<file path="config.mk">
export PLATFORM = sky130hd
export DESIGN_NAME = mgctl_top
export DESIGN_NICKNAME = d
export VERILOG_FILES = /design/src/hw/mgctl_pkg.sv /design/src/hw/mgctl_coil.sv /design/src/hw/mgctl_sync.sv /design/src/hw/mgctl_top.sv
export SDC_FILE = /design/constraint.sdc
export NUM_CORES = 1
export LEC_CHECK = 0
export BUFFER_PORTS_ARGS = -buffer_cell sky130_fd_sc_hd__buf_4
export CAP_MARGIN = 10
export CORE_ASPECT_RATIO = 1.75
export CORE_MARGIN = 8
export CORE_UTILIZATION = 58
export CTS_BUF_LIST = sky130_fd_sc_hd__clkbuf_16
export DETAILED_ROUTE_END_ITERATION = 10
export PLACE_DENSITY_LB_ADDON = 0.25
export SETUP_SLACK_MARGIN = 0.4
export SLEW_MARGIN = 20
export SYNTH_ARGS = -nofsm -noshare
export SYNTH_HDL_FRONTEND = slang
export SYNTH_SLANG_ARGS = --single-unit
</file>
<file path="constraint.sdc">
create_clock -name clk_sys -period 2.4 [get_ports clk_sys]
set_clock_uncertainty 0.05 [all_clocks]
set_input_delay 0.24 -clock clk_sys [delete_from_list [all_inputs] [get_ports clk_sys]]
set_output_delay 0.24 -clock clk_sys [all_outputs]
set_load 0.005 [all_outputs]
</file>
<file path="src/hw/mgctl_pkg.sv">
package mgctl_pkg;

  // Seven-bit address is 0110xx0; xx comes from the factory parameter of the top
  localparam logic [3:0] ADDR_FIXED_HI = 4'h6;
  localparam logic       ADDR_FIXED_LO = 1'h0;
  localparam logic [1:0] FACTORY_BITS_RST = 2'h0;

  localparam logic [7:0] REG_CTRL   = 8'h00;
  localparam logic [7:0] REG_X_HIGH = 8'h01;
  localparam logic [7:0] REG_X_LOW  = 8'h02;
  localparam logic [7:0] REG_Y_HIGH = 8'h03;
  localparam logic [7:0] REG_Y_LOW  = 8'h04;
  localparam logic [7:0] PTR_RST    = 8'h00;

  localparam int         CTRL_MEAS_POS  = 0;
  localparam int         CTRL_SET_POS   = 1;
  localparam int         CTRL_RESET_POS = 2;
  localparam int         CTRL_BITS      = 3;
  localparam logic [2:0] CTRL_RST       = 3'h0;

  localparam int         AXIS_BITS = 12;
  localparam logic [3:0] BYTE_BITS = 4'h8;

  // Gray codes along address, ack, write and read paths
  typedef enum logic [2:0] {
    ST_IDLE     = 3'h0,
    ST_ADDR     = 3'h1,
    ST_ADDR_ACK = 3'h3,
    ST_WR_BYTE  = 3'h2,
    ST_WR_ACK   = 3'h6,
    ST_RD_BYTE  = 3'h7,
    ST_RD_ACK   = 3'h5
  } mgctl_state_t;

endpackage

</file>
<file path="src/hw/mgctl_coil.sv">
module mgctl_coil (
  input  wire logic                           clk_sys,
  input  wire logic                           rst_n,
  input  wire logic                           ctrl_wr,
  input  wire logic [7:0]                     ctrl_wdata,
  input  wire logic                           low_voltage,
  input  wire logic                           measure_complete_strobe,
  input  wire logic                           coil_action_complete_strobe,
  output logic      [mgctl_pkg::CTRL_BITS-1:0] ctrl_bits,
  output logic                                measure_start,
  output logic                                coil_set_start,
  output logic                                coil_reset_start,
  output logic                                analog_power_en,
  output logic                                data_ready
);
  import mgctl_pkg::*;

  typedef struct packed {
    logic [CTRL_BITS-1:0] ctrl;
    logic                 coil_seen;
    logic                 meas_go;
    logic                 set_go;
    logic                 reset_go;
    logic                 power_en;
    logic                 ready;
  } mgctl_coil_t;

  mgctl_coil_t c_ff;
  mgctl_coil_t nxt_c;
  logic        coil_busy;

  assign coil_busy = c_ff.ctrl[CTRL_SET_POS] | c_ff.ctrl[CTRL_RESET_POS];

  always_comb begin
    nxt_c          = c_ff;
    nxt_c.meas_go  = 1'b0;
    nxt_c.set_go   = 1'b0;
    nxt_c.reset_go = 1'b0;
    nxt_c.ready    = 1'b0;
    if (measure_complete_strobe && c_ff.ctrl[CTRL_MEAS_POS]) begin
      nxt_c.ctrl[CTRL_MEAS_POS] = 1'b0;
      nxt_c.ready               = 1'b1;
    end
    if (coil_action_complete_strobe) begin
      nxt_c.ctrl[CTRL_SET_POS]   = 1'b0;
      nxt_c.ctrl[CTRL_RESET_POS] = 1'b0;
    end
    // Writes after the clears, so a new measure request beats a same-cycle strobe
    if (ctrl_wr) begin
      if (ctrl_wdata[CTRL_MEAS_POS]) begin
        nxt_c.ctrl[CTRL_MEAS_POS] = 1'b1;
        nxt_c.meas_go             = !c_ff.ctrl[CTRL_MEAS_POS];
        nxt_c.ready               = 1'b0;
      end
      // Set outranks reset when both are written
      if (ctrl_wdata[CTRL_SET_POS] && !coil_busy) begin
        nxt_c.ctrl[CTRL_SET_POS] = 1'b1;
        nxt_c.set_go             = 1'b1;
        nxt_c.coil_seen          = 1'b1;
      end else if (ctrl_wdata[CTRL_RESET_POS] && !ctrl_wdata[CTRL_SET_POS] && !coil_busy
                   && !(low_voltage && !c_ff.coil_seen)) begin
        nxt_c.ctrl[CTRL_RESET_POS] = 1'b1;
        nxt_c.reset_go             = 1'b1;
        nxt_c.coil_seen            = 1'b1;
      end
    end
    nxt_c.power_en = |nxt_c.ctrl;
  end

  always_ff @(posedge clk_sys) begin
    if (!rst_n) begin
      c_ff <= '0;
    end else begin
      c_ff <= nxt_c;
    end
  end

  assign ctrl_bits        = c_ff.ctrl;
  assign measure_start    = c_ff.meas_go;
  assign coil_set_start   = c_ff.set_go;
  assign coil_reset_start = c_ff.reset_go;
  assign analog_power_en  = c_ff.power_en;
  assign data_ready       = c_ff.ready;
endmodule

</file>
<file path="src/hw/mgctl_sync.sv">
module mgctl_sync #(
  parameter int               WIDTH   = 3,
  parameter logic [WIDTH-1:0] RST_VAL = '1
) (
  input  wire logic             clk_sys,
  input  wire logic             rst_n,
  input  wire logic [WIDTH-1:0] async_i,
  output logic      [WIDTH-1:0] sync_o
);
  import mgctl_pkg::*;

  typedef struct packed {
    logic [WIDTH-1:0] stage1;
    logic [WIDTH-1:0] stage2;
  } mgctl_sync_t;

  mgctl_sync_t sync_ff;
  mgctl_sync_t nxt_sync;

  // First stage feeds only the second stage
  always_comb begin
    nxt_sync.stage1 = async_i;
    nxt_sync.stage2 = sync_ff.stage1;
  end

  always_ff @(posedge clk_sys) begin
    if (!rst_n) begin
      sync_ff <= {RST_VAL, RST_VAL};
    end else begin
      sync_ff <= nxt_sync;
    end
  end

  assign sync_o = sync_ff.stage2;

endmodule

</file>
<file path="src/hw/mgctl_top.sv">
module mgctl_top #(
  parameter logic [1:0] FACTORY_BITS = mgctl_pkg::FACTORY_BITS_RST
) (
  input  wire logic                            clk_sys,
  input  wire logic                            rst_n,
  input  wire logic                            scl_i,
  input  wire logic                            sda_i,
  output logic                                 sda_o,
  output logic                                 sda_oe,
  input  wire logic                            low_voltage_i,
  input  wire logic                            measure_complete_strobe,
  input  wire logic                            coil_action_complete_strobe,
  input  wire logic [mgctl_pkg::AXIS_BITS-1:0] x_axis_data,
  input  wire logic [mgctl_pkg::AXIS_BITS-1:0] y_axis_data,
  output logic                                 measure_start,
  output logic                                 coil_set_start,
  output logic                                 coil_reset_start,
  output logic                                 analog_power_en,
  output logic                                 data_ready
);
  import mgctl_pkg::*;

  typedef struct packed {
    mgctl_state_t         state;
    logic [3:0]           bit_cnt;
    logic [7:0]           shreg;
    logic [7:0]           ptr;
    logic                 rd_dir;
    logic                 first_wr;
    logic                 master_ack;
    logic                 drive_low;
    logic                 scl_q;
    logic                 sda_q;
    logic [AXIS_BITS-1:0] x_hold;
    logic [AXIS_BITS-1:0] y_hold;
    logic                 ctrl_wr;
    logic [7:0]           wdata;
  } mgctl_top_t;

  mgctl_top_t           s_ff;
  mgctl_top_t           nxt_s;
  logic [2:0]           pins_sync;
  logic                 scl_s;
  logic                 sda_s;
  logic                 lv_s;
  logic [CTRL_BITS-1:0] ctrl_bits;
  logic                 scl_rise;
  logic                 scl_fall;
  logic                 bus_start;
  logic                 bus_stop;
  logic [6:0]           dev_addr;
  logic [7:0]           rd_byte;
  logic [7:0]           rd_next;

  mgctl_sync #(
    .WIDTH   (3),
    .RST_VAL (3'h3)
  ) i_mgctl_sync (
    .clk_sys (clk_sys),
    .rst_n   (rst_n),
    .async_i ({low_voltage_i, scl_i, sda_i}),
    .sync_o  (pins_sync)
  );

  assign lv_s  = pins_sync[2];
  assign scl_s = pins_sync[1];
  assign sda_s = pins_sync[0];

  mgctl_coil i_mgctl_coil (
    .clk_sys                     (clk_sys),
    .rst_n                       (rst_n),
    .ctrl_wr                     (s_ff.ctrl_wr),
    .ctrl_wdata                  (s_ff.wdata),
    .low_voltage                 (lv_s),
    .measure_complete_strobe     (measure_complete_strobe),
    .coil_action_complete_strobe (coil_action_complete_strobe),
    .ctrl_bits                   (ctrl_bits),
    .measure_start               (measure_start),
    .coil_set_start              (coil_set_start),
    .coil_reset_start            (coil_reset_start),
    .analog_power_en             (analog_power_en),
    .data_ready                  (data_ready)
  );

  assign dev_addr  = {ADDR_FIXED_HI, FACTORY_BITS, ADDR_FIXED_LO};
  assign scl_rise  = scl_s && !s_ff.scl_q;
  assign scl_fall  = !scl_s && s_ff.scl_q;
  assign bus_start = scl_s && s_ff.scl_q && s_ff.sda_q && !sda_s;
  assign bus_stop  = scl_s && s_ff.scl_q && !s_ff.sda_q && sda_s;

  // Read map; high axis nibbles and unused control bits read zero
  function automatic logic [7:0] map_read(input logic [7:0] p);
    logic [7:0] v;
    v = 8'h00;
    case (p)
      REG_CTRL:   v = {5'h00, ctrl_bits};
      REG_X_HIGH: v = {4'h0, s_ff.x_hold[11:8]};
      REG_X_LOW:  v = s_ff.x_hold[7:0];
      REG_Y_HIGH: v = {4'h0, s_ff.y_hold[11:8]};
      REG_Y_LOW:  v = s_ff.y_hold[7:0];
      default:    v = 8'h00;
    endcase
    return v;
  endfunction

  // A process, not an assign: control and result changes must retrigger the map
  always_comb begin
    rd_byte = map_read(s_ff.ptr);
    rd_next = map_read(s_ff.ptr);
  end

  always_comb begin
    nxt_s         = s_ff;
    nxt_s.ctrl_wr = 1'b0;
    nxt_s.scl_q   = scl_s;
    nxt_s.sda_q   = sda_s;
    // Results held here so sleep never loses them
    if (measure_complete_strobe) begin
      nxt_s.x_hold = x_axis_data;
      nxt_s.y_hold = y_axis_data;
    end
    if (bus_start) begin
      nxt_s.state     = ST_ADDR;
      nxt_s.bit_cnt   = 4'h0;
      nxt_s.drive_low = 1'b0;
    end else if (bus_stop) begin
      nxt_s.state     = ST_IDLE;
      nxt_s.drive_low = 1'b0;
    end else begin
      case (s_ff.state)
        ST_IDLE: begin
          nxt_s.drive_low = 1'b0;
        end
        ST_ADDR: begin
          if (scl_rise && s_ff.bit_cnt < BYTE_BITS) begin
            nxt_s.shreg   = {s_ff.shreg[6:0], sda_s};
            nxt_s.bit_cnt = s_ff.bit_cnt + 4'h1;
          end
          if (scl_fall && s_ff.bit_cnt == BYTE_BITS) begin
            if (s_ff.shreg[7:1] == dev_addr) begin
              nxt_s.state     = ST_ADDR_ACK;
              nxt_s.drive_low = 1'b1;
              nxt_s.rd_dir    = s_ff.shreg[0];
              nxt_s.first_wr  = 1'b1;
            end else begin
              nxt_s.state = ST_IDLE;
            end
          end
        end
        ST_ADDR_ACK: begin
          if (scl_fall) begin
            if (s_ff.rd_dir) begin
              nxt_s.state     = ST_RD_BYTE;
              nxt_s.drive_low = !rd_byte[7];
              nxt_s.shreg     = {rd_byte[6:0], 1'b0};
              nxt_s.bit_cnt   = 4'h1;
            end else begin
              nxt_s.state     = ST_WR_BYTE;
              nxt_s.drive_low = 1'b0;
              nxt_s.bit_cnt   = 4'h0;
            end
          end
        end
        ST_WR_BYTE: begin
          if (scl_rise && s_ff.bit_cnt < BYTE_BITS) begin
            nxt_s.shreg   = {s_ff.shreg[6:0], sda_s};
            nxt_s.bit_cnt = s_ff.bit_cnt + 4'h1;
          end
          if (scl_fall && s_ff.bit_cnt == BYTE_BITS) begin
            nxt_s.state     = ST_WR_ACK;
            nxt_s.drive_low = 1'b1;
            if (s_ff.first_wr) begin
              nxt_s.ptr      = s_ff.shreg;
              nxt_s.first_wr = 1'b0;
            end else if (s_ff.ptr == REG_CTRL) begin
              nxt_s.ctrl_wr = 1'b1;
              nxt_s.wdata   = s_ff.shreg;
            end
          end
        end
        ST_WR_ACK: begin
          if (scl_fall) begin
            nxt_s.state     = ST_WR_BYTE;
            nxt_s.drive_low = 1'b0;
            nxt_s.bit_cnt   = 4'h0;
          end
        end
        ST_RD_BYTE: begin
          if (scl_fall) begin
            if (s_ff.bit_cnt == BYTE_BITS) begin
              nxt_s.state     = ST_RD_ACK;
              nxt_s.drive_low = 1'b0;
              nxt_s.ptr       = s_ff.ptr + 8'h01;
            end else begin
              nxt_s.drive_low = !s_ff.shreg[7];
              nxt_s.shreg     = {s_ff.shreg[6:0], 1'b0};
              nxt_s.bit_cnt   = s_ff.bit_cnt + 4'h1;
            end
          end
        end
        ST_RD_ACK: begin
          if (scl_rise) begin
            nxt_s.master_ack = !sda_s;
          end
          if (scl_fall) begin
            // Missing acknowledge ends the read; release and go idle until the next start
            if (s_ff.master_ack) begin
              nxt_s.state     = ST_RD_BYTE;
              nxt_s.drive_low = !rd_next[7];
              nxt_s.shreg     = {rd_next[6:0], 1'b0};
              nxt_s.bit_cnt   = 4'h1;
            end else begin
              nxt_s.state = ST_IDLE;
            end
          end
        end
        default: begin
          nxt_s.state     = ST_IDLE;
          nxt_s.drive_low = 1'b0;
        end
      endcase
    end
  end

  always_ff @(posedge clk_sys) begin
    if (!rst_n) begin
      s_ff       <= '0;
      s_ff.state <= ST_IDLE;
      s_ff.ptr   <= PTR_RST;
      s_ff.scl_q <= 1'b1;
      s_ff.sda_q <= 1'b1;
    end else begin
      s_ff <= nxt_s;
    end
  end

  // Open drain: the line is only ever pulled low
  assign sda_o  = 1'b0;
  assign sda_oe = s_ff.drive_low;
endmodule

</file>
# Yosys cells after proc, flatten, opt, wreduce, memory -nomap -nowiden
# Cells that the tools add are included.
# totals
register_bits	77
input_bits	31
wordCells	181
# classes
n_lt_le_gt_ge	1
muxes	60
n_bitwise	9
add_sub_neg	2
n_eq_ne	33
n_reduce_logical	52
# op_table
operator	count
2-to-1 mux 23 bit	2
case mux 8 bit (5 select lines)	1
2-to-1 mux 12 bit	3
2-to-1 mux 8 bit	4
case mux 8 bit (4 select lines)	1
2-to-1 mux 15 bit	2
2-to-1 mux 1 bit	29
!= test 4 bit, second input constant	7
!= test 2 bit, second input constant	12
AND reduction 8 bit	3
2-to-1 mux 7 bit	3
case mux 3 bit (7 select lines)	1
case mux 4 bit (5 select lines)	1
equality test 8 x 2 -> 1 bit, second input constant	2
case mux 8 bit (2 select lines)	1
logical AND 1 bit	15
2-to-1 mux 3 bit	4
AND reduction 6 bit	2
zero test 1 bit	11
AND reduction 10 bit	1
equality test 3 bit, second input constant	3
2-to-1 mux 9 bit	1
AND reduction 9 bit	1
OR reduction 3 bit	3
other kinds (29)	44

# Longest topological paths before layout
# Gate-level depths: netlist of run 1.
# logic_depth
ltp_word	8
ltp_mapped	9

# By module
# From an unflattened synthesis of run 1, not the netlist that was laid out.
# unflattened
hier_cells	429
area_unflattened_um2	3862.5
# modules_own_cells
module	area_per_inst_um2	cells_each	n_inst
mgctl_top	3343.2	382	1
mgctl_coil	361.6	35	1
mgctl_sync	157.7	12	1

# Least setup slack after synthesis of run 1
# No wires, ideal clock.
# synth_path
path_kind	reg2reg
from	register s_ff[55] in the netlist's numbering
to	register s_ff[56] in the netlist's numbering
period_less_slack_ns	2.029
path_buffers	1
required_ns	2.286
path_stages_with_launch	9
path_slack_ns	0.371
t_arrival_ns	1.915
setup_ns	0.064
cell_sequence	dfxtp_1 inv_1 ha_1 and3b_1 clkbuf_1 a21o_1 nor4_4 mux2_2 nor2_1
# synth_via
elab_chain_len	4
elab_cells_between_ends	11
classes_between	1 x add/sub; 1 x order compare; 3 x eq/ne; 4 x mux; 2 x reduce/logical
# synth_lines
element	line	text
start, declared	mgctl_top.sv:40	mgctl_top_t s_ff;
start signal, assigned	mgctl_top.sv:233	s_ff <= nxt_s;
adder 4 x 1 -> 4 bit or less-than comparator 4 bit (tied branches)	-	
2-to-1 mux 12 bit or logical AND 1 bit (tied branches)	mgctl_top.sv:190, mgctl_top.sv:135, mgctl_top.sv:165	
2-to-1 mux 23 bit or != test 2 x 1 -> 1 bit (tied branches)	-	
case mux 4 bit (5 select lines) or AND reduction 9 bit (tied branches)	-	
# Parallel ways exist; a longest one is shown, timed or not. The select of a mux whose other input is x is not followed.
# A chain may end at the register's enable or synchronous reset.

# Worst setup path in the final report of run 1
# Ends and elaborated chain as after synthesis.

==> out/qor.yml, run 1 <==
core_um2: 5880
diodes: 0
drive_above_1_share_pct: 23.5
finalHoldViolations: 0
start_util_pct: 59.9
r2r_start: "s_ff[55]"
leakagePower_uw: 0.00173
timing.fmax_ghz: 0.505
antenna_found_initial: 0
vias: 3190
yosysTopAreaCell: "dfxtp_1"
final_nets: 489
wl_per_cell_um: 17.5
cp.arrival_ps: 2200
synth_sequential_area_ratio_pct: 40.9
cts_tree: "built"
yosysWarningCount: 0
die_area_um2: 8930
worstMarginPinSlew_ps: 570
path_class: "flop to flop"
cp.required_ps: 2620
drt-initial-drc-count: 209
finalSetupViolations: 0
whs_ps: 42.8
syn_area_um2: 3520
power_density_nw_per_um2: 681
setup_tns_ps: 0
synth-async-reset-ratio_pct: 0
cp_max_fo: 7
synth-edff-count: 0
cp-start-kind: "flop"
synthesis.nets: 445
fin_ws_ps: 421
grt_usage_pct: 22.0
die_y_um: 119
grt.overflow.total: 0
drt_wl_total_mm: 9.33
cts_buffers: 9
viasPerCell: 5.97
root_buffer: "clkbuf_16"
synth_area_leaders: "dfxtp_1 41%, mux2i_1 8.8%, nor2_1 5.2%"
drcViolationCount: 0
hold_path_class: "primary input to flop"
syn_inst: 408
dp_hpwl_mm: 6.68
portBuffers: 36
startpoint: "s_ff[55]"
ys_ff_latch: 72
cts_max_level: 3
hold_start: "scl_i"
die_x_um: 74.9
postRouteAntennaNets: 0
pin_count: 38
cp_slowest_cell: "dfxtp_4"
ctsHoldBuffers: 0
dr.pass1.iters: 5
endpoint_kind: "flop"
period_share_pct: 82.5
syn2layout_area_growth_pct: 23.7
status: "finished, final reports clean"
utilization_pct: 74.2
place.gp.congestion: 0.930
core.rowCount: 37
clk_pin_slew_ps: 50
grt_pass1_vias: 3285
path_cells: "inv_2, ha_2, and3b_2, a21o_4, nor4_4, buf_4, mux2_4, nor2_1"
grt_start_max_net_pins: 27
ys.flop_type: "dfxtp_1"
maxSlewViolCount: 0
rsz0062_at_grt: "true"
synth_top_area_share_pct: 40.9
grt_pass1_wl_mm: 15.4
finalPower_uw: 2970
clkLatencyLatePin_ps: 340
period_needed_ps: 1980
vdd.ir_drop.worst_uv: 686
max-cap-violations: 0
avgSynthCellArea_um2: 8.64
ys_types: 64
critical-path-max-stage-delay_ps: 350
ctsLongestPathBuffers: 2
slew_headroom_pct: 61.9
clock_sinks: 72
dp_slack_ps: 293
-- final cells by class --
type / count / area, µm²
multi-input combinational: 297 / 1980
fill: 466 / 1520
sequential: 72 / 1450
timing repair buffer: 60 / 458
clock buffer: 9 / 225
clock inverter: 6 / 101
tap: 78 / 97.6
inverter: 12 / 45.0
-- state kept, by name (all words and copies together) (netlist names) --
name / count
i_mgctl_coil.analog_power_en: 1
sda_oe: 1
i_mgctl_sync.sync_o: 3
i_mgctl_coil.ctrl_bits: 3
s_ff: 56
i_mgctl_coil.c_ff: 1
i_mgctl_coil.measure_start: 1
i_mgctl_coil.coil_set_start: 1
i_mgctl_sync.nxt_sync: 3
i_mgctl_coil.coil_reset_start: 1
i_mgctl_coil.data_ready: 1
-- power by group --
| part | switching (µW) | internal, µW | total (µW) |
|---|---|---|---|
| Clock | 488 | 997 | 1490 |
| Sequential | 30.5 | 1240 | 1270 |
| Combinational | 110 | 108 | 217 |
| Total | 628 | 2340 | 2970 |
-- Yosys cell counts, types with 9 or more instances --
cell / instances
a21oi_1: 17
nand2_1: 31
nor2_1: 49
dfxtp_1: 72
nand3_1: 15
nand2b_1: 9
inv_1: 11
clkbuf_1: 19
o21ai_0: 25
a31oi_1: 9
mux2i_1: 31
-- per-layer routing --
metal	vias up	wire length (µm)	global-route usage [%]
met5	-	0	0
met4	0	280	13.5
met3	28	369	5.55
met2	98	5190	37.9
met1	1507	3490	22.4
li1	1557	-	-
-- cell families after synthesis --
| group | Yosys count | synth area share (%) |
|---|---|---|
| mux | 32 | 9.12 |
| simple gates | 161 | 24.2 |
| fa+ha+maj | 8 | 2.70 |
| buf+inv | 39 | 4.83 |
| compound gates | 94 | 17.9 |
| other cells | 1 | 0.106 |
| xor+xnor | 1 | 0.249 |
| flops | 72 | 40.9 |
-- cells in the final DEF, fill, tap and decap left out, types with 4 or more instances in the layout --
cell | synthesis | routed
nand2b_1 | 9 | 9
nor3_1 | 6 | 5
and2_1 | 7 | 8
clkbuf_16 | 0 | 9
o21ai_0 | 25 | 25
inv_1 | 11 | 11
a31oi_1 | 9 | 9
ha_1 | 6 | 5
a21o_1 | 7 | 6
nand3_1 | 15 | 15
a21oi_1 | 17 | 16
a22oi_1 | 8 | 7
buf_4 | 1 | 58
nand2_1 | 31 | 31
nor2_1 | 49 | 49
mux2i_1 | 31 | 31
and3_1 | 4 | 4
nor3b_1 | 4 | 4
nand4_1 | 8 | 8
dfxtp_1 | 72 | 67
-- what timing repair did --
item | in CTS | in global routing
resized for setup | 5 | 26
setup endpoints to repair | 7 | 18
gates cloned | 0 | 1
buffers inserted | 4 | 5
pin swaps | 4 | 9
-- worst max-delay path: cells and delay by family, from the launching register on --
family / cells / cell delay, ps
fa+ha+maj: 1 / 160
mux: 1 / 300
flops: 1 / 350
compound gates: 1 / 250
buf+inv: 2 / 210
simple gates: 3 / 590
-- stage by stage --
step	instances	instance area, µm²
6_report	534	4360
5_1_grt	534	4360
4_1_cts	528	4240
3_5_place_dp	509	3870
3_3_place_gp	509	3870
2_1_floorplan	408	3520
-- worst paths after layout --
path,endpoint,slack (ps),depth (start not counted)
setup / recovery,s_ff[56],420,8
hold / removal,i_mgctl_sync.nxt_sync[1],40,2
setup reg to reg,s_ff[56],420,8
hold reg to reg,i_mgctl_sync.sync_o[1],360,1
No activity file was read; power rests on OpenSTA's default activity.
==> inputs of run 2 (changes only) <==
ABC_AREA = 1   (was unset)
CORE_UTILIZATION = 53   (was 58)
clock period = 1.6 ns   (was 2.4 ns; I/O delays follow)
==> out/qor.yml, run 2 <==
status: "complete, but fails checks"
violations: "setup timing"
start_util_pct: 53.5  # -6.5 points
yosysWarningCount: 0  # unchanged
synth_top_area_share_pct: 39.9  # -1.0 points
grt_usage_pct: 22.0  # -0.050 points
dp_hpwl_mm: 7.07  # +5.9%
place_inst: 674  # +32%
n_fill_cell: 527  # +13%
avgSynthCellArea_um2: 6.62  # -23%
rsz0062_at_grt: "true"
maxSlewViolCount: 0  # unchanged
portBuffers: 36  # unchanged
grt_pass1_vias: 3959  # +21%
grt.busiest_layer: "met2"
antenna_found_initial: 0  # unchanged
ys_types: 35  # -45%
ctsLongestPathBuffers: 2  # unchanged
path_class: "flop to flop"
synth_sequential_area_ratio_pct: 39.9  # -1.0 points
cp.required_ps: 1820  # -800 ps
wl_per_cell_um: 15.0  # -14%
synth_common_cells: "122 x nor2_1, 115 x nand2_1, 72 x dfxtp_1, 52 x inv_1, 52 x o21ai_0"
whs_ps: 0.414  # -42.4 ps
layoutNonFillerInstCount: 720  # +35%
fin_ws_ps: -54.8  # -475 ps
clk_pin_slew_ps: 60  # about the same
yosysMostFrequentCell: "nor2_1"
synthesis.nets: 583  # +31%
grt_pass1_wl_mm: 17.5  # +14%
setup_tns_ps: -162  # -162 ps
period_needed_ps: 1650  # -325 ps
vdd.ir_drop.worst_uv: 1060  # +54%
use_met1_pct: 21.0  # -1.4 points
cp_max_fo: 5  # -2
die_area_um2: 9820  # +10%
drcViolationCount: 0  # unchanged
postRouteAntennaNets: 0  # unchanged
finalHoldViolations: 0  # unchanged
clock_sinks: 72  # unchanged
final_cell_mix: "111 x nor2_1, 91 x nand2_1, 73 x buf_4"
finalPower_uw: 6740  # +130%
place.gp.congestion: 0.882  # -5.1%
top_register: "s_ff"
clkLatencyLatePin_ps: 340  # about the same
timing.fmax_ghz: 0.604  # +20%
root_buffer: "clkbuf_16"
dr.pass1.iters: 4  # -1
cp-start-kind: "flop"
grt_start_max_net_pins: 47  # +74%
syn_inst: 546  # +34%
hold_path_class: "primary input to flop"
syn2layout_area_growth_pct: 39.5
final_common_cell: "nor2_1"
synth-edff-count: 0  # unchanged
use_met3_pct: 4.16  # -1.4 points
cts_max_level: 3  # unchanged
max-cap-violations: 0  # unchanged
core.rowCount: 40  # +8.1%
cts_buffers: 9  # unchanged
grt.overflow.total: 0  # unchanged
finalSetupViolations: 7  # +7
ys_ff_latch: 72  # unchanged
vias: 3880  # +22%
power_density_nw_per_um2: 1340  # +96%
diodes: 0  # unchanged
yosysTopAreaCell: "dfxtp_1"
period_share_pct: 103  # +21 points
final_nets: 669  # +37%
drive_above_1_share_pct: 31.0  # +7.5 points
largest_reg_flops: 56  # unchanged
synth-async-reset-ratio_pct: 0  # unchanged
core_um2: 6760  # +15%
die_x_um: 78.4  # +4.7%
endpoint_kind: "flop"
ys.flop_type: "dfxtp_1"
viasPerCell: 5.39  # -9.8%
leakagePower_uw: 0.00238  # +37%
drt-initial-drc-count: 233  # +11%
syn_area_um2: 3610  # +2.5%
use_met2_pct: 40.3  # +2.4 points
drt_wl_total_mm: 10.8  # +16%
cp.arrival_ps: 1870  # -330 ps
pin_count: 38  # unchanged
cts_tree: "built"
die_y_um: 125  # +5.1%
synth_area_leaders: "dfxtp_1 40%, nor2_1 13%, nand2_1 12%"
[run 2: final cells by class]
cell class	instances	area (µm²)	share of cell area, %
multi-input cells	401	2220	44.1
flip-flops and latches	72	1460	28.9
repair buffers	90	743	14.7
inverters	58	233	4.62
clock buffers	9	225	4.47
well taps	84	105	2.08
clock inverters	6	53.8	1.07
[run 2: worst paths after layout]
| kind | to | cells after the start | slack, ps | start |
|---|---|---|---|---|
| worst max-delay path | s_ff[59] | 12 | -50 | s_ff[56] |
| worst min-delay path | s_ff[23] | 3 | 0.4 | x_axis_data[2] |
| worst max register to register | s_ff[59] | 12 | -50 | s_ff[56] |
| worst min register to register | i_mgctl_sync.sync_o[0] | 1 | 360 | i_mgctl_sync.nxt_sync[0] |
[run 2: worst max-delay path, stage by stage, from the launching register on]
cell     delay, ps
dfxtp_2        320
inv_2           80
ha_4           140
nand2_4         50
nor2_4         220
nand2_4        110
nand2_2        100
nand2_2         70
nor2_4         160
nor2_2          60
nand2_1         60
nand2_1         50
nor2_1         100
[run 2: report_power, final]
group | internal, µW | total (µW) | switching, µW
clock network | 1180 | 1920 | 744
registers | 1990 | 2160 | 169
logic | 1090 | 2650 | 1560
[run 2: logic make-up (layout without fill, tap and decap cells)]
| family | Yosys count | in the layout | share of synthesized area, % |
|---|---|---|---|
| simple gates | 308 | 308 | 36.8 |
| compound gates | 83 | 83 | 12.5 |
| buf+inv | 73 | 163 | 7.86 |
| flops | 72 | 72 | 39.9 |
| fa+ha+maj | 6 | 6 | 2.08 |
| xor+xnor | 3 | 3 | 0.727 |
| other cells | 1 | 1 | 0.104 |
[run 2: metal layers]
metal  wire [µm]  up-vias
met5           0        -
met4         523        0
met3         369       39
met2        6030      113
met1        3860     1824
li1            -     1904
[run 2: what timing repair did]
item,4_1_cts,5_1_grt
hold buffers,11,0
endpoints found under the setup margin,31,31
setup buffers,14,6
pin swaps,17,14
hold endpoints to repair,11,0
gates resized for setup,66,31
[run 2: through the flow]
stage          setup WS (ps)  util [%]  area (µm²)
2_1_floorplan            137         -        3680
3_3_place_gp            16.7      62.0        4190
3_5_place_dp           -44.5      62.0        4190
4_1_cts                 80.1      72.2        4880
5_1_grt                 -117      74.6        5040
6_report               -54.8      74.6        5040
==> inputs of run 3 (changes only) <==
ABC_AREA = unset   (was 1)
==> out/qor.yml, run 3 (synthesized netlist as in run 1, its figures left out) <==
path_class: "flop to flop"
period_needed_ps: 1990  # +336 ps
grt_pass1_wl_mm: 17.4  # -0.90%
cp.required_ps: 1770  # -50 ps
die_area_um2: 9620  # -2.0%
finalHoldViolations: 0  # unchanged
status: "complete, but fails checks"
r2r_start: "s_ff[60]"
maxSlewViolCount: 0  # unchanged
start_util_pct: 54.3  # +0.83 points
critical-path-max-stage-delay_ps: 540  # +220 ps
cp_slowest_cell: "or4b_4"
r2r_cells: 5  # -7
pin_count: 38  # unchanged
hold_start: "y_axis_data[8]"
grt_usage_pct: 23.1  # +1.1 points
n_fill_cell: 385  # -27%
grt_start_max_net_pins: 23  # -51%
regToRegSetupSlack_ps: -390  # -340 ps
wl_per_cell_um: 18.6  # +24%
cp.arrival_ps: 2160  # +290 ps
reg2reg_to: "s_ff[1]"
core.rowCount: 39  # -2.5%
clkLatencyLatePin_ps: 340  # about the same
cts_max_level: 3  # unchanged
path_cells: "or3b_4, or4b_4, nor3_4, mux2i_1, nor2_1"
layoutNonFillerInstCount: 608  # -16%
diodes: 0  # unchanged
holdPathEnd: "s_ff[17]"
utilization_pct: 81.4  # +6.8 points
final_cell_mix: "103 x buf_4, 65 x dfxtp_1, 45 x nor2_1"
postRouteAntennaNets: 0  # unchanged
clock_sinks: 72  # unchanged
dp_hpwl_mm: 7.51  # +6.2%
drcViolationCount: 0  # unchanged
drt_wl_total_mm: 11.3  # +4.8%
cts_buffers: 9  # unchanged
max-cap-violations: 0  # unchanged
place.gp.congestion: 0.919  # +4.2%
viasPerCell: 5.91  # +9.6%
cp_max_fo: 3  # -2
portBuffers: 36  # unchanged
core_um2: 6490  # -3.9%
place_inst: 566  # -16%
timing.fmax_ghz: 0.502  # -17%
rsz0062_at_grt: "true"
setup_tns_ps: -7280  # -7120 ps
min_path_cells: 3  # unchanged
final_common_cell: "buf_4"
vdd.ir_drop.worst_uv: 953  # -9.9%
startpoint: "s_ff[60]"
vias: 3592  # -7.4%
syn2layout_area_growth_pct: 49.9
largest_reg_flops: 56  # unchanged
cp-start-kind: "flop"
drive_above_1_share_pct: 41.3  # +10 points
clk_pin_slew_ps: 60  # about the same
top_register: "s_ff"
final_nets: 558  # -17%
die_y_um: 124  # -1.1%
die_x_um: 77.6  # -0.98%
ctsLongestPathBuffers: 2  # unchanged
grt.overflow.total: 0  # unchanged
period_share_pct: 124  # +21 points
power_density_nw_per_um2: 852  # -36%
dr.pass1.iters: 6  # +2
violations: "setup timing"
endpoint_kind: "flop"
fin_ws_ps: -391  # -336 ps
hold_path_class: "primary input to flop"
leakagePower_uw: 0.00216  # -8.9%
drt-initial-drc-count: 212  # -9.0%
cts_tree: "built"
grt_pass1_vias: 3587  # -9.4%
finalSetupViolations: 30  # +23
dp_slack_ps: -506  # -462 ps
root_buffer: "clkbuf_16"
antenna_found_initial: 0  # unchanged
## run 3: cell count changes in the layout (fill, tap and decap cells not counted), sizes merged, moves of 7 or more
cell and delta:
a22oi +7, inv -46, o21ai -27, mux2i +31
buf +47, dlygate4sd3 -9, nand3 -29, nor2 -79
a31oi +7, a21o +7, nand2b +9, nand2 -88
and2 +8
## run 3: worst max-delay path, delay by kind of cell, from the launching register on
| kind | cells | cell delay [ps] |
|---|---|---|
| multiplexers | 1 | 240 |
| flip-flops | 1 | 330 |
| AND/OR/NAND/NOR | 4 | 1250 |
## run 3: metal layers
layer  vias up  track usage [%]  wire length, µm
li1       1697                -                -
met1      1718             21.4             4090
met2       135             43.8             6220
met3        42             5.64              458
met4         0             14.6              535
met5         -                0                0
## run 3: timing repair
item                       CTS  global route
gates cloned                 1             1
setup endpoints to repair   33            36
gates resized for setup     69            32
pin swaps                   20            25
hold endpoints to repair     2             0
setup buffers                8            14
hold buffers                 2             0
## run 3: worst max path at each step
| stage | end | slack (ps) | cells after the start |
|---|---|---|---|
| after floorplan | s_ff[0] | -340 | 6 |
| after global placement | s_ff[59] | -430 | 7 |
| after detailed placement | s_ff[59] | -510 | 7 |
| after CTS | s_ff[1] | -360 | 5 |
| after global routing | s_ff[1] | -430 | 5 |
| final | s_ff[1] | -390 | 5 |
## run 3: area by class of cell
class / count / area [µm²] / share of cell area, %
multi-input combinational: 297 / 2260 / 42.8
inverter: 12 / 45.0 / 0.853
clock buffer: 9 / 225 / 4.26
tap: 82 / 103 / 1.94
timing repair buffer: 129 / 1100 / 20.9
sequential: 72 / 1450 / 27.5
clock inverter: 7 / 93.8 / 1.78
## run 3: through the flow
step,cell area [µm²],power (µW),hold WS [ps]
floorplan,3630,2130,183
global placement,4360,2290,293
detailed placement,4360,2300,298
CTS,5030,4500,0.203
global route,5280,4640,4.39
finish,5280,4500,6.66
## run 3: power breakdown
part | internal (µW) | total [µW] | switching [µW]
combinational | 232 | 447 | 215
sequential | 1860 | 1900 | 45.4
clock | 1370 | 2150 | 788
total | 3450 | 4500 | 1050
